[config.mk]
export PLATFORM = sky130hd
export DESIGN_NAME = pcm_current_monitor
export DESIGN_NICKNAME = d
export VERILOG_FILES = /design/src/core/pcm_pkg.sv /design/src/core/pcm_current_monitor.sv
export SDC_FILE = /design/constraint.sdc
export NUM_CORES = 1
export LEC_CHECK = 0
export BUFFER_PORTS_ARGS = -buffer_cell sky130_fd_sc_hd__buf_2
export CORE_MARGIN = 4
export CORE_UTILIZATION = 54
export CTS_CLUSTER_DIAMETER = 50
export CTS_CLUSTER_SIZE = 10
export DETAILED_ROUTE_END_ITERATION = 8
export MAX_ROUTING_LAYER = met4
export PLACE_DENSITY_LB_ADDON = 0.08
export SETUP_SLACK_MARGIN = 0.3
export SLEW_MARGIN = 20
export SYNTH_ARGS = -nofsm -noshare
export SYNTH_HDL_FRONTEND = slang
export SYNTH_SLANG_ARGS = --single-unit
[constraint.sdc]
create_clock -name clk_sys -period 2.6 [get_ports clk_sys]
set_clock_uncertainty 0.15 [all_clocks]
set_input_delay 0.39 -clock clk_sys [delete_from_list [all_inputs] [get_ports clk_sys]]
set_output_delay 0.39 -clock clk_sys [all_outputs]
set_load 0.02 [all_outputs]
[src/core/pcm_pkg.sv]
// Constants shared by the pack current monitor: register map, field layout,
// reset values, threshold tables and timing counts.
// Assumes a 40 MHz system clock and sense samples in eighths of a millivolt.
//
// Function
// RULE_01 - Monitor runs in every mode except sleep and power-down.
// RULE_02 - Sense voltage compared to short-circuit, discharge and charge overcurrent limits.
// RULE_03 - Low-level direction detect sets separate charge and discharge flags.
// RULE_04 - Direction flag sets only after uninterrupted current longer than 2ms.
// RULE_05 - Discharge flag clears after 2ms of charge or zero current.
// RULE_06 - Two-bit gain select picks x5, x50 or x500 for measurement.
// RULE_07 - Readout spans 250mV, 25mV, 2.5mV at the three gains.
// RULE_08 - Each conversion stores a 14-bit corrected result and 12-bit compare value.
// RULE_09 - Offset correction comes from the nonvolatile factory calibration value.
// RULE_10 - Overcurrent path controls its own gain, independent of measurement gain.
// RULE_11 - Discharge overcurrent codes map to 4,8,16,24,32,48,64,96 mV.
// RULE_12 - Charge overcurrent codes map to 1,2,4,6,8,12,16,24 mV.
// RULE_13 - Short-circuit codes map to 16,24,32,48,64,96,128,256 mV.
// RULE_14 - A fault is declared only after its own delay of continuous exceedance.
// RULE_15 - Each delay is 10-bit count plus 2-bit scale.
// RULE_16 - Scale 00 us, 01 ms, 10 s, 11 minutes, count up to 1024.
// RULE_17 - Delay counter restarts whenever the exceedance drops early.
// RULE_18 - Discharge overcurrent sets its flag and the load-present flag.
// RULE_19 - Charge overcurrent sets its flag and the charger-present flag.
// RULE_20 - Overcurrent turns FETs off only when host FET control is 0.
// RULE_21 - Short-circuit sets its flag and turns FETs off regardless.
package pcm_pkg;

    // Register byte addresses
    localparam logic [7:0] REG_CFG = 8'h00;
    localparam logic [7:0] REG_DLY_DOC = 8'h04;
    localparam logic [7:0] REG_DLY_COC = 8'h08;
    localparam logic [7:0] REG_DLY_SC = 8'h0C;
    localparam logic [7:0] REG_STATUS = 8'h10;
    localparam logic [7:0] REG_CURRENT = 8'h14;

    // Configuration field positions
    localparam int CFG_GAIN_LSB = 0;
    localparam int CFG_DOC_LSB = 2;
    localparam int CFG_COC_LSB = 5;
    localparam int CFG_SC_LSB = 8;
    localparam int CFG_HOSTFET_BIT = 11;
    localparam int DLY_SCALE_LSB = 10;
    localparam int CUR_CMP_LSB = 16;

    // Status bit positions
    localparam int ST_DOC = 0;
    localparam int ST_COC = 1;
    localparam int ST_SC = 2;
    localparam int ST_LOAD = 3;
    localparam int ST_CHGR = 4;
    localparam int ST_DIR_CHG = 5;
    localparam int ST_DIR_DSG = 6;
    localparam int ST_FETS_ON = 7;
    localparam int ST_MON_ON = 8;

    // Reset values
    localparam logic [11:0] CFG_RESET = 12'h0_000;
    localparam logic [11:0] DLY_DOC_RESET = 12'h0_40A;
    localparam logic [11:0] DLY_COC_RESET = 12'h0_40A;
    localparam logic [11:0] DLY_SC_RESET = 12'h0_0C8;

    // Detector indices
    localparam int DET_DOC = 0;
    localparam int DET_COC = 1;
    localparam int DET_SC = 2;

    typedef enum logic [1:0] {
        PCM_GAIN_X5 = 2'b00,
        PCM_GAIN_X50 = 2'b01,
        PCM_GAIN_X500 = 2'b10
    } pcm_gain_t;

    typedef enum logic [2:0] {
        PCM_MODE_NORMAL = 3'b000,
        PCM_MODE_IDLE = 3'b001,
        PCM_MODE_DOZE = 3'b011,
        PCM_MODE_SLEEP = 3'b010,
        PCM_MODE_POWERDOWN = 3'b110
    } pcm_mode_t;

    // Sense samples are signed eighths of a millivolt, positive = discharge
    localparam int SENSE_LSB_PER_MV = 8;
    localparam logic signed [16:0] DIR_DET_LEVEL = 17'sh0_0002;
    localparam logic signed [16:0] AUTO_X50_LEVEL = 17'sh0_0014;
    localparam logic signed [16:0] AUTO_X5_LEVEL = 17'sh0_00C8;

    // Thresholds in mV, indexed by the 3-bit select code
    localparam logic [8:0] DOC_THR_MV [8] = '{9'h0_04, 9'h0_08, 9'h0_10, 9'h0_18,
                                              9'h0_20, 9'h0_30, 9'h0_40, 9'h0_60};
    localparam logic [8:0] COC_THR_MV [8] = '{9'h0_01, 9'h0_02, 9'h0_04, 9'h0_06,
                                              9'h0_08, 9'h0_0C, 9'h0_10, 9'h0_18};
    localparam logic [8:0] SC_THR_MV [8] = '{9'h0_10, 9'h0_18, 9'h0_20, 9'h0_30,
                                             9'h0_40, 9'h0_60, 9'h0_80, 9'h1_00};

    // Timing
    localparam int CLK_FREQ_HZ = 40_000_000;
    localparam int US_TICK_CYCLES = CLK_FREQ_HZ / 1_000_000;
    localparam int US_PER_MS = 1000;
    localparam int MS_PER_S = 1000;
    localparam int S_PER_MIN = 60;
    localparam int DIR_FILT_TIME_MS = 2;
    localparam int DIR_FILT_CYCLES = DIR_FILT_TIME_MS * (CLK_FREQ_HZ / 1000);

endpackage : pcm_pkg
[src/core/pcm_current_monitor.sv]
// Pack current monitor: measurement result, direction filter, three delayed
// overcurrent detectors and power FET shutdown request.
// Assumes sense samples and mode arrive from logic on clk_sys.
//
// Design decisions made here: the address-and-strobe port and the address map.
`timescale 1ns/10ps
module pcm_current_monitor
    import pcm_pkg::*;
#(
    parameter int DIR_FILT_CYC = DIR_FILT_CYCLES
) (
    input wire logic clk_sys, // 40 MHz system clock
    input wire logic reset_n, // Async reset, active low
    input wire logic [7:0] regAddr, // Register byte address
    input wire logic [31:0] regWdata, // Write data
    input wire logic regWrite, // Write strobe
    input wire logic regRead, // Read strobe
    output logic [31:0] regRdata_ff, // Read data, cycle after strobe
    input wire logic [2:0] powerMode, // Operating mode
    input wire logic signed [16:0] ocSense, // Overcurrent path sense, 1/8 mV
    input wire logic [13:0] adcRaw, // Measurement conversion result
    input wire logic adcValid, // Conversion done pulse
    input wire logic [13:0] nvCalOffset, // Factory offset from nonvolatile store
    output logic [1:0] measGain_ff, // Measurement amplifier gain
    output logic [1:0] ocGain_ff, // Overcurrent amplifier gain
    output logic fetsOn_ff, // Power FETs allowed on
    output logic dischgOcFlag_ff, // Discharge overcurrent
    output logic chgOcFlag_ff, // Charge overcurrent
    output logic shortFlag_ff, // Discharge short-circuit
    output logic loadPresent_ff, // Load present
    output logic chargerPresent_ff, // Charger present
    output logic chgDir_ff, // Charge current present
    output logic dischgDir_ff // Discharge current present
);

    localparam int DFW = $clog2(DIR_FILT_CYC + 2);

    logic [11:0] cfg_ff;
    logic [11:0] dly_ff [3];
    logic [13:0] result_ff;
    logic [11:0] cmpValue_ff;
    logic monitorOn;
    logic hostFetCtl;
    logic [2:0] exceed;
    logic [2:0] trip;
    logic [9:0] dlyCnt_ff [3];
    logic usTick, msTick, sTick, minTick;
    logic [5:0] usCnt_ff;
    logic [9:0] msCnt_ff;
    logic [9:0] sCnt_ff;
    logic [5:0] minCnt_ff;
    logic isChg, isDsg;
    logic [DFW-1:0] chgFilt_ff;
    logic [DFW-1:0] dsgFilt_ff;
    logic signed [16:0] thr [3];
    logic signed [16:0] absSense;
    logic [8:0] stClear;
    logic [31:0] nxt_rdata;

    // Current monitor is off in sleep and power-down
    assign monitorOn = (powerMode != PCM_MODE_SLEEP) && (powerMode != PCM_MODE_POWERDOWN); // RULE_01
    assign hostFetCtl = cfg_ff[CFG_HOSTFET_BIT];

    // Register writes
    always_ff @(posedge clk_sys or negedge reset_n) begin
        if (!reset_n) begin
            cfg_ff <= CFG_RESET;
            dly_ff[DET_DOC] <= DLY_DOC_RESET;
            dly_ff[DET_COC] <= DLY_COC_RESET;
            dly_ff[DET_SC] <= DLY_SC_RESET;
        end else if (regWrite) begin
            case (regAddr)
                REG_CFG: cfg_ff <= regWdata[11:0];
                REG_DLY_DOC: dly_ff[DET_DOC] <= regWdata[11:0]; // RULE_15
                REG_DLY_COC: dly_ff[DET_COC] <= regWdata[11:0];
                REG_DLY_SC: dly_ff[DET_SC] <= regWdata[11:0];
                default: ;
            endcase
        end
    end

    // Write-one-to-clear on status fault bits
    assign stClear = (regWrite && regAddr == REG_STATUS) ? regWdata[8:0] : 9'h0_00;

    always_comb begin
        nxt_rdata = 32'h0000_0000;
        case (regAddr)
            REG_CFG: nxt_rdata = {20'h0_0000, cfg_ff};
            REG_DLY_DOC: nxt_rdata = {20'h0_0000, dly_ff[DET_DOC]};
            REG_DLY_COC: nxt_rdata = {20'h0_0000, dly_ff[DET_COC]};
            REG_DLY_SC: nxt_rdata = {20'h0_0000, dly_ff[DET_SC]};
            REG_STATUS: nxt_rdata = {23'h00_0000, monitorOn, fetsOn_ff, dischgDir_ff, chgDir_ff,
                                     chargerPresent_ff, loadPresent_ff, shortFlag_ff,
                                     chgOcFlag_ff, dischgOcFlag_ff};
            REG_CURRENT: nxt_rdata = {4'h0, cmpValue_ff, 2'b00, result_ff};
            default: nxt_rdata = 32'h0000_0000;
        endcase
    end

    always_ff @(posedge clk_sys or negedge reset_n) begin
        if (!reset_n) begin
            regRdata_ff <= 32'h0000_0000;
        end else if (regRead) begin
            regRdata_ff <= nxt_rdata;
        end else begin
            regRdata_ff <= 32'h0000_0000;
        end
    end

    // Measurement gain; code 11 falls back to x500, the finest range
    // Full scale is 250mV at x5, 25mV at x50, 2.5mV at x500
    always_ff @(posedge clk_sys or negedge reset_n) begin
        if (!reset_n) begin
            measGain_ff <= PCM_GAIN_X5;
        end else if (cfg_ff[CFG_GAIN_LSB +: 2] == 2'b11) begin
            measGain_ff <= PCM_GAIN_X500; // RULE_06 RULE_07
        end else begin
            measGain_ff <= cfg_ff[CFG_GAIN_LSB +: 2]; // RULE_06
        end
    end

    // Offset-corrected result and compare value
    always_ff @(posedge clk_sys or negedge reset_n) begin
        if (!reset_n) begin
            result_ff <= 14'h0000;
            cmpValue_ff <= 12'h000;
        end else if (adcValid && monitorOn) begin
            result_ff <= adcRaw - nvCalOffset; // RULE_08 RULE_09
            cmpValue_ff <= 12'(14'(adcRaw - nvCalOffset) >> 2); // RULE_08
        end
    end

    // Overcurrent path gain follows the signal level, not the measurement gain
    assign absSense = ocSense[16] ? -ocSense : ocSense;

    always_ff @(posedge clk_sys or negedge reset_n) begin
        if (!reset_n) begin
            ocGain_ff <= PCM_GAIN_X5;
        end else if (absSense >= AUTO_X5_LEVEL) begin
            ocGain_ff <= PCM_GAIN_X5; // RULE_10
        end else if (absSense >= AUTO_X50_LEVEL) begin
            ocGain_ff <= PCM_GAIN_X50;
        end else begin
            ocGain_ff <= PCM_GAIN_X500;
        end
    end

    // Threshold lookup, in sense units
    assign thr[DET_DOC] = 17'(DOC_THR_MV[cfg_ff[CFG_DOC_LSB +: 3]] * SENSE_LSB_PER_MV); // RULE_11
    assign thr[DET_COC] = 17'(COC_THR_MV[cfg_ff[CFG_COC_LSB +: 3]] * SENSE_LSB_PER_MV); // RULE_12
    assign thr[DET_SC] = 17'(SC_THR_MV[cfg_ff[CFG_SC_LSB +: 3]] * SENSE_LSB_PER_MV); // RULE_13

    assign exceed[DET_DOC] = monitorOn && (ocSense > thr[DET_DOC]); // RULE_02
    assign exceed[DET_COC] = monitorOn && (ocSense < -thr[DET_COC]); // RULE_02
    assign exceed[DET_SC] = monitorOn && (ocSense > thr[DET_SC]); // RULE_02

    // Time base: us, ms, s, minute enables
    always_ff @(posedge clk_sys or negedge reset_n) begin
        if (!reset_n) begin
            usCnt_ff <= 6'h00;
            msCnt_ff <= 10'h000;
            sCnt_ff <= 10'h000;
            minCnt_ff <= 6'h00;
        end else begin
            usCnt_ff <= usTick ? 6'h00 : usCnt_ff + 6'h01;
            if (usTick) begin
                msCnt_ff <= msTick ? 10'h000 : msCnt_ff + 10'h001;
            end
            if (msTick) begin
                sCnt_ff <= sTick ? 10'h000 : sCnt_ff + 10'h001;
            end
            if (sTick) begin
                minCnt_ff <= minTick ? 6'h00 : minCnt_ff + 6'h01;
            end
        end
    end

    assign usTick = usCnt_ff == 6'(US_TICK_CYCLES - 1);
    assign msTick = usTick && (msCnt_ff == 10'(US_PER_MS - 1));
    assign sTick = msTick && (sCnt_ff == 10'(MS_PER_S - 1));
    assign minTick = sTick && (minCnt_ff == 6'(S_PER_MIN - 1));

    // Delay timers: first unit may be partial, so real delay is up to one unit short
    for (genvar k = 0; k < 3; k++) begin : g_det
        logic tick;
        always_comb begin
            case (dly_ff[k][DLY_SCALE_LSB +: 2]) // RULE_16
                2'b00: tick = usTick;
                2'b01: tick = msTick;
                2'b10: tick = sTick;
                default: tick = minTick;
            endcase
        end
        always_ff @(posedge clk_sys or negedge reset_n) begin
            if (!reset_n) begin
                dlyCnt_ff[k] <= 10'h000;
            end else if (!exceed[k]) begin
                dlyCnt_ff[k] <= 10'h000; // RULE_17
            end else if (tick && dlyCnt_ff[k] != 10'h3FF) begin
                dlyCnt_ff[k] <= dlyCnt_ff[k] + 10'h001;
            end
        end
        assign trip[k] = exceed[k] && (dlyCnt_ff[k] >= dly_ff[k][9:0]); // RULE_14
    end

    // Fault flags; a new trip wins over a software clear
    always_ff @(posedge clk_sys or negedge reset_n) begin
        if (!reset_n) begin
            dischgOcFlag_ff <= 1'b0;
            chgOcFlag_ff <= 1'b0;
            shortFlag_ff <= 1'b0;
            loadPresent_ff <= 1'b0;
            chargerPresent_ff <= 1'b0;
        end else begin
            dischgOcFlag_ff <= trip[DET_DOC] | (dischgOcFlag_ff & ~stClear[ST_DOC]); // RULE_18
            chgOcFlag_ff <= trip[DET_COC] | (chgOcFlag_ff & ~stClear[ST_COC]); // RULE_19
            shortFlag_ff <= trip[DET_SC] | (shortFlag_ff & ~stClear[ST_SC]); // RULE_21
            loadPresent_ff <= trip[DET_DOC] | trip[DET_SC] | (loadPresent_ff & ~stClear[ST_LOAD]); // RULE_18
            chargerPresent_ff <= trip[DET_COC] | (chargerPresent_ff & ~stClear[ST_CHGR]); // RULE_19
        end
    end

    // FET drive; host keeps ownership on overcurrent but never on short-circuit
    always_ff @(posedge clk_sys or negedge reset_n) begin
        if (!reset_n) begin
            fetsOn_ff <= 1'b1;
        end else begin
            fetsOn_ff <= !(shortFlag_ff | (!hostFetCtl & (dischgOcFlag_ff | chgOcFlag_ff))); // RULE_20 RULE_21
        end
    end

    // Direction filter
    assign isChg = monitorOn && (ocSense < -DIR_DET_LEVEL); // RULE_03
    assign isDsg = monitorOn && (ocSense > DIR_DET_LEVEL); // RULE_03

    always_ff @(posedge clk_sys or negedge reset_n) begin
        if (!reset_n) begin
            chgFilt_ff <= '0;
            dsgFilt_ff <= '0;
            chgDir_ff <= 1'b0;
            dischgDir_ff <= 1'b0;
        end else begin
            // Counter restarts whenever the input agrees with the held flag
            if ((isDsg == dischgDir_ff) || dsgFilt_ff == DFW'(DIR_FILT_CYC)) begin
                dsgFilt_ff <= '0;
            end else begin
                dsgFilt_ff <= dsgFilt_ff + DFW'(1);
            end
            if ((isChg == chgDir_ff) || chgFilt_ff == DFW'(DIR_FILT_CYC)) begin
                chgFilt_ff <= '0;
            end else begin
                chgFilt_ff <= chgFilt_ff + DFW'(1);
            end
            if (!monitorOn) begin
                dischgDir_ff <= 1'b0;
                chgDir_ff <= 1'b0;
            end else begin
                if (dsgFilt_ff == DFW'(DIR_FILT_CYC)) begin
                    dischgDir_ff <= isDsg; // RULE_04 RULE_05
                end
                if (chgFilt_ff == DFW'(DIR_FILT_CYC)) begin
                    chgDir_ff <= isChg; // RULE_04
                end
            end
        end
    end

    // Checks
    monitor_off_a: assert property (@(posedge clk_sys) disable iff (!reset_n) // RULE_01
        !monitorOn |=> !dischgDir_ff && !chgDir_ff && dlyCnt_ff[DET_DOC] == 10'h000)
        else $error("direction or timer active while monitor off");

    dir_filter_a: assert property (@(posedge clk_sys) disable iff (!reset_n) // RULE_04
        $rose(dischgDir_ff) |-> $past(isDsg) && $past(dsgFilt_ff) == DFW'(DIR_FILT_CYC))
        else $error("discharge direction set before filter time");

    dir_clear_a: assert property (@(posedge clk_sys) disable iff (!reset_n) // RULE_05
        $fell(dischgDir_ff) && $past(monitorOn) |-> !$past(isDsg) && $past(dsgFilt_ff) == DFW'(DIR_FILT_CYC))
        else $error("discharge direction cleared early");

    gain_follow_a: assert property (@(posedge clk_sys) disable iff (!reset_n) // RULE_06
        cfg_ff[1:0] == 2'b01 |=> measGain_ff == PCM_GAIN_X50)
        else $error("measurement gain not following select");

    result_store_a: assert property (@(posedge clk_sys) disable iff (!reset_n) // RULE_08
        adcValid && monitorOn |=> result_ff == 14'($past(adcRaw) - $past(nvCalOffset)))
        else $error("corrected result not stored");

    auto_gain_a: assert property (@(posedge clk_sys) disable iff (!reset_n) // RULE_10
        absSense >= AUTO_X5_LEVEL |=> ocGain_ff == PCM_GAIN_X5)
        else $error("overcurrent gain not coarse for large signal");

    doc_trip_a: assert property (@(posedge clk_sys) disable iff (!reset_n) // RULE_14
        $rose(dischgOcFlag_ff) |-> $past(exceed[DET_DOC]) && $past(dlyCnt_ff[DET_DOC]) >= $past(dly_ff[DET_DOC][9:0]))
        else $error("discharge overcurrent declared before delay");

    timer_restart_a: assert property (@(posedge clk_sys) disable iff (!reset_n) // RULE_17
        !exceed[DET_COC] |=> dlyCnt_ff[DET_COC] == 10'h000)
        else $error("delay timer kept count after drop");

    load_flag_a: assert property (@(posedge clk_sys) disable iff (!reset_n) // RULE_18
        $rose(dischgOcFlag_ff) |-> loadPresent_ff)
        else $error("load flag missing on discharge overcurrent");

    chgr_flag_a: assert property (@(posedge clk_sys) disable iff (!reset_n) // RULE_19
        $rose(chgOcFlag_ff) |-> chargerPresent_ff)
        else $error("charger flag missing on charge overcurrent");

    host_fet_a: assert property (@(posedge clk_sys) disable iff (!reset_n) // RULE_20
        hostFetCtl && !shortFlag_ff |=> fetsOn_ff)
        else $error("FETs turned off while host owns them");

    short_off_a: assert property (@(posedge clk_sys) disable iff (!reset_n) // RULE_21
        shortFlag_ff |=> !fetsOn_ff)
        else $error("FETs on during short-circuit");

    coc_trip_a: assert property (@(posedge clk_sys) disable iff (!reset_n) // RULE_14
        $rose(chgOcFlag_ff) |-> $past(exceed[DET_COC]) && $past(dlyCnt_ff[DET_COC]) >= $past(dly_ff[DET_COC][9:0]))
        else $error("charge overcurrent declared before delay");

    sc_trip_a: assert property (@(posedge clk_sys) disable iff (!reset_n) // RULE_14
        $rose(shortFlag_ff) |-> $past(exceed[DET_SC]) && $past(dlyCnt_ff[DET_SC]) >= $past(dly_ff[DET_SC][9:0]))
        else $error("short-circuit declared before delay");

    doc_level_a: assert property (@(posedge clk_sys) disable iff (!reset_n) // RULE_11
        monitorOn && ocSense > 17'sh0_0300 |-> exceed[DET_DOC])
        else $error("discharge limit above top code");

    coc_level_a: assert property (@(posedge clk_sys) disable iff (!reset_n) // RULE_12
        monitorOn && ocSense < -17'sh0_00C0 |-> exceed[DET_COC])
        else $error("charge limit above top code");

    sc_level_a: assert property (@(posedge clk_sys) disable iff (!reset_n) // RULE_13
        monitorOn && ocSense > 17'sh0_0800 |-> exceed[DET_SC])
        else $error("short limit above top code");

    dir_excl_a: assert property (@(posedge clk_sys) disable iff (!reset_n) // RULE_03
        !(chgDir_ff && dischgDir_ff))
        else $error("both direction flags set");

    us_count_a: assert property (@(posedge clk_sys) disable iff (!reset_n) // RULE_16
        dly_ff[DET_DOC][11:10] == 2'b00 && exceed[DET_DOC] && usTick && dlyCnt_ff[DET_DOC] != 10'h3FF
        |=> dlyCnt_ff[DET_DOC] == $past(dlyCnt_ff[DET_DOC]) + 10'h001)
        else $error("microsecond timer missed a tick");

endmodule : pcm_current_monitor

==> reports/metrics.csv, run 1 <==
stage,metric,value,unit
route,average wire length per cell after detail routing,17.3,um
worst_setup_path,arrival time reported for the critical path endpoint,2710,ps
logic_synthesis,post-synth design cell area,11500,um^2
cells_and_area,final standard cell count with taps included and fillers excluded,1717,
pwr,Worst VDD drop,0.000437,V
clock_network,number of clock sinks,194,
placement,instance count after placement with tap cells included,1648,
grt,first-pass GRT wire length,47.9,mm
clock_network,total CTS buffers,17,
timing,final setup violation count,0,
cells_and_area,total of fill cells in the finished design,1682,
timing,unrepaired setup endpoints after global routing,yes,
cells_and_area,Area Overhead vs Synth,23.3,%
grt,number of global-route vias before repair,9512,
cells_and_area,diode count,0,
logic_synthesis,count of state elements after synthesis,194,
logic_synthesis,asr flop ratio synth,100,%
worst_setup_path,kind of capture point of the worst setup path,register,
route,detailed-route vias per instance,5.73,
route,final routed wirelength across all metal layers,29.7,mm
logic_synthesis,Yosys warning count,0,
logic_synthesis,top_reg_cell synth,sky130_fd_sc_hd__dfrtp_1,
clock_network,number of H-tree levels,4,
timing,highest achievable clock rate,392,MHz
floorplan,Die Height,154,um
logic_synthesis,cell type contributing the most total cell area after synthesis,sky130_fd_sc_hd__dfrtp_1,
grt,antenna violations before repair,0,
logic_synthesis,"EDFF count, synth",0,
hold_path,class of the most critical hold timing path,in2reg,
grt,Overflow after GRT,0,
floorplan,number of placed I/O pins,137,
route,via count,9834,
placement,weighted congestion at the end of routability-driven global placement,0.914,
worst_setup_path,critical path data required time,2760,ps
floorplan,die outline area,23700,um^2
cells_and_area,utilization after layout,67.6,%
timing,final clock period utilization by the worst path,98.1,%
logic_synthesis,most common cell in the synthesized netlist,sky130_fd_sc_hd__dfrtp_1,
logic_synthesis,fraction of synthesized cell area taken by the top area cell type,40.0,%
grt,pin count of the biggest net entering global routing,70,
worst_setup_path,type of element launching the critical path,register,
floorplan,core area,21000,um^2
timing,slew at the pin with the worst max-slew slack,639,ps
clock_network,clock edge transition at the registers on the reported setup and hold paths,70,ps
timing,worst slew margin relative to its limit,57.4,%
floorplan,die outline width,154,um
timing,number of max-slew violations in the final report,0,
grt,total routing resource utilization after global routing,25.2,%
logic_synthesis,largest cells by area after synthesis,"sky130_fd_sc_hd__dfrtp_1 40%, sky130_fd_sc_hd__ha_1 7.9%, sky130_fd_sc_hd__nand2_1 4.6%",
logic_synthesis,sequential cell area fraction in the yosys report,42.2,%
job,maximum capacitance violations,0,
route,Antenna Nets Post-Route,0,
cells_and_area,number of nets at the end of the flow,1596,
logic_synthesis,average instance area after synthesis,9.25,um^2
placement,DP HPWL,21.3,mm
logic_synthesis,number of instances in the synthesized netlist,1245,
worst_setup_path,type of the worst setup path,reg2reg,
timing,crit path time final,2550,ps
placement,count of port buffers added during placement,109,
route,Detailed Routing Iterations Pass 1,5,
clock_network,CTS Root Cell,sky130_fd_sc_hd__clkbuf_16,
status,status,completed,
logic_synthesis,distinct cell type count of the synthesized netlist,70,
clock_network,clock network latency to the later pin of the worst-skew pair,430,ps
clock_network,Bufs on Longest Clock Path,2,
floorplan,placement row count,53,
floorplan,initial core utilization,54.8,%
pwr,Pwr Density,483,nW/um^2
worst_setup_path,Max Fanout on Critical Path,3,
clock_network,clock tree from TritonCTS,built,
cells_and_area,layout cell share with drive strength beyond 1,26.0,%
timing,Final Hold Vio Count,0,
pwr,cell leakage power,0.00668,uW
route,detailed router's first-iteration violation count,555,
route,total DRC errors in the routed layout,0,
logic_synthesis,ranking of synthesized cells by instance count,"184 x sky130_fd_sc_hd__dfrtp_1, 140 x sky130_fd_sc_hd__nand2_1, 96 x sky130_fd_sc_hd__nor2_1, 95 x sky130_fd_sc_hd__o21ai_0, 73 x sky130_fd_sc_hd__ha_1",
## what timing repair did
item / 4_1_cts / 5_1_grt
buffers inserted: 21 / 13
gates cloned: 1 / 1
hold buffers: 1 / 0
resized for setup: 35 / 75
pin swaps: 24 / 23
setup endpoints to repair: 35 / 67
endpoints found under the hold margin: 60 / 0
## metrics by stage
stage / cell area, um^2 / TNS (ps) / power (uW) / hold slack [ps] / setup WS (ps)
3_5_place_dp: 12900 / -1240 / 4120 / 259 / -122
5_1_grt: 14200 / -185 / 7170 / 66.7 / -50.6
6_report: 14200 / 0 / 6870 / 66.2 / 48.2
3_3_place_gp: 12900 / 0 / 4100 / 259 / 9.44
2_1_floorplan: 11700 / 0 / 3750 / -55.6 / 107
4_1_cts: 13800 / 0 / 6870 / 52.0 / 14.6
## metal layers
metal | share of wire (%) | global-route usage, %
met1 | 46 | 34.9
met3 | 5.6 | 4.93
met2 | 47 | 39.2
met4 | 1.1 | 4.96
met5 | 0 | -
## flip-flops by register name (all words and copies together), names as in the netlist, 2 cells and up
register     cells
dly_ff          36
dlyCnt_ff       30
regRdata_ff     24
chgFilt_ff      17
dsgFilt_ff      17
result_ff       14
cfg_ff          12
msCnt_ff        10
sCnt_ff         10
minCnt_ff        6
usCnt_ff         6
measGain_ff      2
ocGain_ff        2
## worst max-delay path, cell delays in order (launching register included)
cell and delay (ps):
sky130_fd_sc_hd__dfrtp_1 370, sky130_fd_sc_hd__or3_4 410, sky130_fd_sc_hd__ha_4 170, sky130_fd_sc_hd__o21a_1 90
sky130_fd_sc_hd__ha_1 280, sky130_fd_sc_hd__inv_2 40, sky130_fd_sc_hd__ha_4 260, sky130_fd_sc_hd__nor2_4 30
sky130_fd_sc_hd__o31ai_4 270, sky130_fd_sc_hd__buf_6 170, sky130_fd_sc_hd__a21boi_2 150, sky130_fd_sc_hd__a21oi_1 50
## placed cells by master, fill, tap and decap left out, types with 11 or more instances in the layout
| cell | netlist | final |
|---|---|---|
| sky130_fd_sc_hd__ha_1 | 73 | 66 |
| sky130_fd_sc_hd__dfrtp_1 | 184 | 182 |
| sky130_fd_sc_hd__o31ai_1 | 13 | 12 |
| sky130_fd_sc_hd__a21oi_1 | 55 | 40 |
| sky130_fd_sc_hd__nand3_1 | 44 | 39 |
| sky130_fd_sc_hd__a22oi_1 | 12 | 12 |
| sky130_fd_sc_hd__nand2_1 | 140 | 139 |
| sky130_fd_sc_hd__inv_1 | 67 | 65 |
| sky130_fd_sc_hd__nor2b_1 | 14 | 12 |
| sky130_fd_sc_hd__xor2_1 | 37 | 37 |
| sky130_fd_sc_hd__a21oi_2 | 0 | 15 |
| sky130_fd_sc_hd__nor3_1 | 22 | 18 |
| sky130_fd_sc_hd__mux2i_1 | 17 | 17 |
| sky130_fd_sc_hd__mux2_2 | 33 | 32 |
| sky130_fd_sc_hd__clkbuf_16 | 0 | 18 |
| sky130_fd_sc_hd__o21ai_1 | 1 | 11 |
| sky130_fd_sc_hd__or3_1 | 21 | 16 |
| sky130_fd_sc_hd__nand4_1 | 35 | 35 |
| sky130_fd_sc_hd__buf_2 | 5 | 109 |
| sky130_fd_sc_hd__nand2b_1 | 16 | 16 |
| sky130_fd_sc_hd__buf_6 | 0 | 17 |
| sky130_fd_sc_hd__xnor2_1 | 27 | 27 |
| sky130_fd_sc_hd__nor2_1 | 96 | 94 |
| sky130_fd_sc_hd__buf_4 | 9 | 78 |
| sky130_fd_sc_hd__o21ai_0 | 95 | 81 |
| sky130_fd_sc_hd__and3_1 | 36 | 35 |
| sky130_fd_sc_hd__o211ai_1 | 11 | 11 |
## power breakdown
| part | leakage [uW] | switching [uW] | total (uW) | internal (uW) |
|---|---|---|---|---|
| Sequential | 0.00255 | 102 | 3230 | 3130 |
| Clock | 0.000294 | 1260 | 2740 | 1480 |
| Combinational | 0.00384 | 521 | 891 | 369 |
## kinds of logic after synthesis
family	after synthesis	share of synthesized area, %
fa+ha+maj	74	8.10
flops	194	42.2
simple gates	486	21.6
compound gates	252	13.6
xor+xnor	64	4.87
mux	53	5.29
other cells	1	0.0325
buf+inv	121	4.30
## final timing paths
path                                       endpoint                  start  depth (start not counted)  slack [ps]
max in group asynchronous     dly_ff[6]$_DFFE_PN1P_                reset_n                          3        1150
hold / removal               dly_ff[22]$_DFFE_PN1P_           regWdata[10]                          3          70
setup reg to reg             chgOcFlag_ff$_DFF_PN0_  cfg_ff[6]$_DFFE_PN0P_                         11          50
min in group asynchronous   dsgFilt_ff[6]$_DFF_PN0_                reset_n                          2         350
hold reg to reg            measGain_ff[1]$_DFF_PN0_  cfg_ff[1]$_DFFE_PN0P_                          0         280
setup / recovery             chgOcFlag_ff$_DFF_PN0_  cfg_ff[6]$_DFFE_PN0P_                         11          50
## cell type report
| class | instances | area [um^2] | area share (%) |
|---|---|---|---|
| clock inverter | 14 | 171 | 1.21 |
| multi-input combinational | 935 | 6620 | 46.6 |
| inverter | 67 | 255 | 1.80 |
| clock buffer | 18 | 439 | 3.09 |
| timing repair buffer | 214 | 1510 | 10.6 |
| sequential | 194 | 4870 | 34.3 |
| tap | 275 | 344 | 2.42 |
Power figures use the tool's default switching activity.
==> run 2, diff against run 1 <==
Settings changed: PLACE_DENSITY set to 0.78, PLACE_DENSITY_LB_ADDON 0.08 to not set.
==> reports/metrics.csv, run 2 (synthesized netlist as in run 1, its figures left out) <==
stage,metric,value,unit,change
status,status,"finished, violations left",,
status,violations in the final reports,setup timing,,
floorplan,number of placed I/O pins,137,,unchanged
worst_setup_path,type of element launching the critical path,register,,
clock_network,number of clock sinks,194,,unchanged
timing,final setup violation count,2,,+2
hold_path,class of the most critical hold timing path,in2reg,,
clock_network,number of H-tree levels,4,,unchanged
clock_network,Bufs on Longest Clock Path,2,,unchanged
floorplan,core area,21000,um^2,unchanged
grt,first-pass GRT wire length,48.1,mm,+0.55%
route,Detailed Routing Iterations Pass 1,5,,unchanged
timing,highest achievable clock rate,380,MHz,-3.1%
timing,Total Negative Setup Slacks,-37.7,ps,-37.7 ps
cells_and_area,total of fill cells in the finished design,1545,,-8.1%
pwr,Pwr Density,484,nW/um^2,+0.15%
worst_setup_path,"most used cell, CP",sky130_fd_sc_hd__ha_4,,
placement,weighted congestion at the end of routability-driven global placement,0.918,,+0.50%
grt,number of global-route vias before repair,9539,,+0.28%
worst_setup_path,Max Fanout on Critical Path,3,,unchanged
cells_and_area,flip-flop count of the largest register after layout,36,,unchanged
worst_setup_path,kind of cell adding the most delay to the critical path,adder cells,,
timing,slew at the pin with the worst max-slew slack,576,ps,-63.1 ps
floorplan,die outline width,154,um,unchanged
timing,crit path time final,2630,ps,+81.8 ps
worst_setup_path,arrival time reported for the critical path endpoint,2810,ps,+100 ps
cells_and_area,layout cell share with drive strength beyond 1,25.6,%,-0.45 points
pwr,total power,6860,uW,about the same
worst_setup_path,critical path data required time,2780,ps,+20 ps
cells_and_area,largest register by flop count,dly_ff,,
clock_network,clock tree from TritonCTS,built,,
route,Antenna Nets Post-Route,0,,unchanged
job,maximum capacitance violations,0,,unchanged
clock_network,total CTS buffers,17,,unchanged
route,final routed wirelength across all metal layers,31.1,mm,+4.8%
clock_network,CTS Root Cell,sky130_fd_sc_hd__clkbuf_16,,
cells_and_area,final standard cell count with taps included and fillers excluded,1711,,-0.35%
cells_and_area,number of nets at the end of the flow,1590,,-0.38%
worst_setup_path,count of buffer and inverter cells on the critical path,2,,unchanged
timing,final clock period utilization by the worst path,101,%,+3.1 points
placement,count of port buffers added during placement,109,,unchanged
timing,Final Hold Vio Count,0,,unchanged
grt,Overflow after GRT,0,,unchanged
cells_and_area,"most common cell after layout, fill and taps aside",sky130_fd_sc_hd__dfrtp_1,,
floorplan,placement row count,53,,unchanged
cells_and_area,diode count,0,,unchanged
cells_and_area,"commonest non-fill, non-tap cells in the layout","181 x sky130_fd_sc_hd__dfrtp_1, 136 x sky130_fd_sc_hd__nand2_1, 108 x sky130_fd_sc_hd__buf_2",,
timing,number of max-slew violations in the final report,0,,unchanged
route,via count,10200,,+4.1%
worst_setup_path,master of the slowest instance on the critical path,sky130_fd_sc_hd__or3_4,,
cells_and_area,Area Overhead vs Synth,23.1,%,
timing,WHS,58.2,ps,-8.01 ps
route,average wire length per cell after detail routing,18.2,um,+5.2%
route,detailed-route vias per instance,5.99,,+4.5%
worst_setup_path,kind of capture point of the worst setup path,register,,
cells_and_area,largest registers,"dly_ff x36, dlyCnt_ff x30, regRdata_ff x24",,
floorplan,initial core utilization,54.8,%,unchanged
timing,fin worst setup slack,-33.6,ps,-81.8 ps
floorplan,Die Height,154,um,unchanged
worst_setup_path,cell chain of the critical path,or3_4 > ha_4 > o21a_1 > ha_4 > inv_4 > ha_4 > nor2_4 > o31ai_4 > buf_6 > a21boi_2 > a21oi_2,,
route,detailed router's first-iteration violation count,875,,+58%
pwr,cell leakage power,0.00664,uW,-0.65%
clock_network,clock network latency to the later pin of the worst-skew pair,440,ps,about the same
worst_setup_path,type of the worst setup path,reg2reg,,
timing,unrepaired setup endpoints after global routing,yes,,
worst_setup_path,delay of the slowest cell on the worst path,420,ps,about the same
timing,worst slew margin relative to its limit,61.6,%,+4.2 points
grt,antenna violations before repair,0,,unchanged
route,total DRC errors in the routed layout,0,,unchanged
placement,instance count after placement with tap cells included,1650,,+0.12%
placement,DP HPWL,21.8,mm,+2.1%
floorplan,die outline area,23700,um^2,unchanged
grt,pin count of the biggest net entering global routing,60,,-14%
pwr,Worst VDD drop,0.000385,V,-12%
clock_network,clock edge transition at the registers on the reported setup and hold paths,80,ps,about the same
grt,total routing resource utilization after global routing,25.5,%,+0.24 points
## run 2: worst min-delay path: stages
cell                      delay [ps]
sky130_fd_sc_hd__buf_2           130
sky130_fd_sc_hd__nand2_1          50
sky130_fd_sc_hd__o21ai_0          70
## run 2: path summary, 6_finish.rpt
kind	from	to	slack, ps	depth (start not counted)
hold reg to reg	shortFlag_ff$_DFF_PN0_	fetsOn_ff$_DFF_PN1_	320	1
min in group asynchronous	reset_n	dsgFilt_ff[1]$_DFF_PN0_	330	2
setup reg to reg	cfg_ff[6]$_DFFE_PN0P_	chgOcFlag_ff$_DFF_PN0_	-30	11
max in group asynchronous	reset_n	sCnt_ff[1]$_DFFE_PN0P_	1190	3
setup / recovery	cfg_ff[6]$_DFFE_PN0P_	chgOcFlag_ff$_DFF_PN0_	-30	11
hold / removal	regWdata[10]	dly_ff[22]$_DFFE_PN1P_	60	3
## run 2: routing by layer
layer  share of wire [%]  wire length [um]  GRT usage, %
met1                  42             13100          34.1
met2                  49             15200          41.0
met3                 6.5              2040          3.94
met4                 2.3               720          6.56
met5                   0                 0             -
## run 2: layout make-up
cell class	instances	area, um^2	share of cell area (%)
clock inverters	15	183	1.29
clock buffers	17	425	3.00
well taps	275	344	2.43
multi-input cells	936	6640	46.8
inverters	67	254	1.79
repair buffers	207	1460	10.3
flip-flops and latches	194	4870	34.4
## run 2: timing repair
item | in CTS | in global routing
setup endpoints to repair | 34 | 58
pin swaps | 19 | 26
gates cloned | 2 | 1
gates resized for setup | 32 | 73
hold buffers | 1 | 0
buffers inserted | 12 | 13
endpoints found under the hold margin | 49 | 0
## run 2: power by group
group	switching, uW	total (uW)	internal [uW]
Combinational	531	890	359
Clock	1340	2730	1390
Sequential	107	3240	3130
Total	1980	6860	4880
## run 2: metrics by stage
step	utilization (%)	setup slack [ps]	cell area, um^2
final	67.4	-33.6	14200
after global routing	67.4	-81.1	14200
after CTS	65.4	6.57	13700
after detailed placement	61.1	-132	12800
after global placement	61.1	-53.3	12800
after floorplan	-	107	11700
==> run 3, diff against run 2 <==
Settings changed: SETUP_SLACK_MARGIN 0.3 to 0.1.
==> reports/metrics.csv, run 3 (synthesized netlist as in run 1, its figures left out) <==
stage,metric,value,unit,change
status,status,"finished, violations left",,
status,violations in the final reports,setup timing,,
worst_setup_path,type of element launching the critical path,register,,
clock_network,clock edge transition at the registers on the reported setup and hold paths,70,ps,about the same
worst_setup_path,R2R Setup Slk,-6,ps,+30 ps
cells_and_area,total of fill cells in the finished design,1636,,+5.9%
worst_setup_path,worst reg2reg endpoint,chgOcFlag_ff$_DFF_PN0_,,
cells_and_area,diode count,0,,unchanged
clock_network,number of H-tree levels,4,,unchanged
cells_and_area,layout cell share with drive strength beyond 1,23.0,%,-2.6 points
clock_network,Bufs on Longest Clock Path,2,,unchanged
cells_and_area,largest registers,"dly_ff x36, dlyCnt_ff x30, regRdata_ff x24",,
timing,highest achievable clock rate,384,MHz,+1.1%
cells_and_area,"most common cell after layout, fill and taps aside",sky130_fd_sc_hd__dfrtp_1,,
pwr,cell leakage power,0.00653,uW,-1.6%
floorplan,die outline area,23700,um^2,unchanged
worst_setup_path,startpoint of the worst register-to-register path,cfg_ff[6]$_DFFE_PN0P_,,
timing,final setup violation count,1,,-1
clock_network,total CTS buffers,17,,unchanged
timing,slew at the pin with the worst max-slew slack,788,ps,+212 ps
grt,antenna violations before repair,0,,unchanged
worst_setup_path,kind of capture point of the worst setup path,register,,
pwr,Pwr Density,494,nW/um^2,+2.1%
floorplan,Die Height,154,um,unchanged
clock_network,number of clock sinks,194,,unchanged
placement,count of port buffers added during placement,109,,unchanged
cells_and_area,number of nets at the end of the flow,1580,,-0.63%
cells_and_area,largest register by flop count,dly_ff,,
grt,number of global-route vias before repair,9743,,+2.1%
grt,Overflow after GRT,0,,unchanged
route,Antenna Nets Post-Route,0,,unchanged
route,detailed router's first-iteration violation count,836,,-4.5%
worst_setup_path,Max Fanout on Critical Path,4,,+1
timing,fin worst setup slack,-5.61,ps,+28.0 ps
route,Detailed Routing Iterations Pass 1,7,,+2
route,detailed-route vias per instance,5.97,,-0.30%
timing,final clock period utilization by the worst path,100,%,-1.1 points
placement,DP HPWL,22.0,mm,+0.95%
timing,worst slew margin relative to its limit,47.0,%,-15 points
floorplan,initial core utilization,54.8,%,unchanged
floorplan,die outline width,154,um,unchanged
clock_network,clock tree from TritonCTS,built,,
floorplan,number of placed I/O pins,137,,unchanged
clock_network,clock network latency to the later pin of the worst-skew pair,440,ps,about the same
timing,number of max-slew violations in the final report,0,,unchanged
grt,first-pass GRT wire length,48.3,mm,+0.42%
floorplan,core area,21000,um^2,unchanged
route,via count,10200,,-0.88%
hold_path,class of the most critical hold timing path,in2reg,,
placement,weighted congestion at the end of routability-driven global placement,0.961,,+4.7%
clock_network,CTS Root Cell,sky130_fd_sc_hd__clkbuf_16,,
worst_setup_path,arrival time reported for the critical path endpoint,2780,ps,-30 ps
route,total DRC errors in the routed layout,0,,unchanged
worst_setup_path,type of the worst setup path,reg2reg,,
cells_and_area,"commonest non-fill, non-tap cells in the layout","182 x sky130_fd_sc_hd__dfrtp_1, 140 x sky130_fd_sc_hd__nand2_1, 109 x sky130_fd_sc_hd__buf_2",,
cells_and_area,register area,4870,um^2,about the same
grt,pin count of the biggest net entering global routing,67,,+12%
hold_path,end point of the worst hold path,dly_ff[22]$_DFFE_PN1P_,,
cells_and_area,Multi-input gate area,6460,um^2,-2.7%
hold_path,number of stages on the worst hold path,3,,unchanged
floorplan,placement row count,53,,unchanged
route,average wire length per cell after detail routing,17.7,um,-2.7%
cells_and_area,final standard cell count with taps included and fillers excluded,1701,,-0.58%
timing,unrepaired setup endpoints after global routing,yes,,
pwr,Worst VDD drop,0.000395,V,+2.6%
placement,instance count after placement with tap cells included,1653,,+0.18%
grt,total routing resource utilization after global routing,25.6,%,+0.13 points
worst_setup_path,path depth of the worst reg2reg path,11,,unchanged
cells_and_area,flip-flop count of the largest register after layout,36,,unchanged
cells_and_area,Area Overhead vs Synth,20.0,%,
job,maximum capacitance violations,0,,unchanged
pwr,total power,6830,uW,-0.42%
hold_path,Hold Startpoint,regWdata[10],,
timing,crit path time final,2610,ps,-28.0 ps
worst_setup_path,critical path data required time,2780,ps,about the same
timing,Final Hold Vio Count,0,,unchanged
route,final routed wirelength across all metal layers,30.1,mm,-3.3%
run 3: cell types whose count changed in the layout (fill, tap and decap cells not counted), moves of 4 or more:
cell                      previous run  this run
sky130_fd_sc_hd__o21ai_0            85        92
sky130_fd_sc_hd__buf_6              16         6
sky130_fd_sc_hd__nand2_1           136       140
sky130_fd_sc_hd__o21ai_1             7         3
sky130_fd_sc_hd__ha_1               65        70
run 3: through the flow:
step	hold slack, ps	area [um^2]	worst slack, ps	TNS (ps)	util, %
5_1_grt	94.3	13800	-102	-792	65.8
3_3_place_gp	214	12800	-104	-1100	60.9
6_report	72.0	13800	-5.61	-5.61	65.8
4_1_cts	58.7	13500	26.0	0	64.4
2_1_floorplan	-55.6	11600	82.7	0	-
3_5_place_dp	214	12800	-155	-2370	60.9
run 3: final cells by class:
| class | count | area share, % |
|---|---|---|
| timing repair buffer | 197 | 9.37 |
| sequential | 194 | 35.2 |
| tap | 275 | 2.49 |
| multi-input combinational | 936 | 46.7 |
| inverter | 67 | 1.85 |
| clock buffer | 22 | 3.43 |
| clock inverter | 10 | 0.905 |
run 3: worst max-delay path, stage by stage (launching register included):
cell and delay [ps]:
sky130_fd_sc_hd__dfrtp_1 380, sky130_fd_sc_hd__or3_4 410, sky130_fd_sc_hd__ha_4 170, sky130_fd_sc_hd__o21a_1 100, sky130_fd_sc_hd__ha_1 280, sky130_fd_sc_hd__inv_1 40
sky130_fd_sc_hd__ha_1 260, sky130_fd_sc_hd__nor2_1 40, sky130_fd_sc_hd__o31ai_1 220, sky130_fd_sc_hd__buf_4 210, sky130_fd_sc_hd__a21boi_4 190, sky130_fd_sc_hd__a21oi_2 40
run 3: layer usage:
| metal | up-vias | routed length, um | track usage [%] |
|---|---|---|---|
| li1 | 4776 | - | - |
| met1 | 4974 | 12800 | 34.2 |
| met2 | 355 | 14200 | 39.2 |
| met3 | 47 | 2350 | 5.83 |
| met4 | 0 | 652 | 7.95 |
| met5 | - | 0 | - |
run 3: how the worst max path moves through the flow:
stage / from / end / slack (ps)
CTS: cfg_ff[7]$_DFFE_PN0P_ / chgOcFlag_ff$_DFF_PN0_ / 30
detailed placement: ocSense[0] / dlyCnt_ff[6]$_DFFE_PN0P_ / -160
floorplan: sCnt_ff[0]$_DFFE_PN0P_ / dlyCnt_ff[3]$_DFFE_PN0P_ / 80
global route: cfg_ff[6]$_DFFE_PN0P_ / chgOcFlag_ff$_DFF_PN0_ / -100
global placement: ocSense[0] / dlyCnt_ff[6]$_DFFE_PN0P_ / -100
finish: cfg_ff[6]$_DFFE_PN0P_ / chgOcFlag_ff$_DFF_PN0_ / -6
run 3: repair_timing:
item	CTS	global route
endpoints found under the hold margin	35	0
setup endpoints to repair	34	33
gates cloned	1	2
hold buffers	1	0
pin swaps	8	24
buffers inserted	4	8
resized for setup	24	42
run 3: where the power goes:
part | internal, uW | switching, uW | total (uW)
clock network | 1510 | 1210 | 2720
logic | 356 | 520 | 876
registers | 3130 | 100 | 3230
total | 5000 | 1830 | 6830
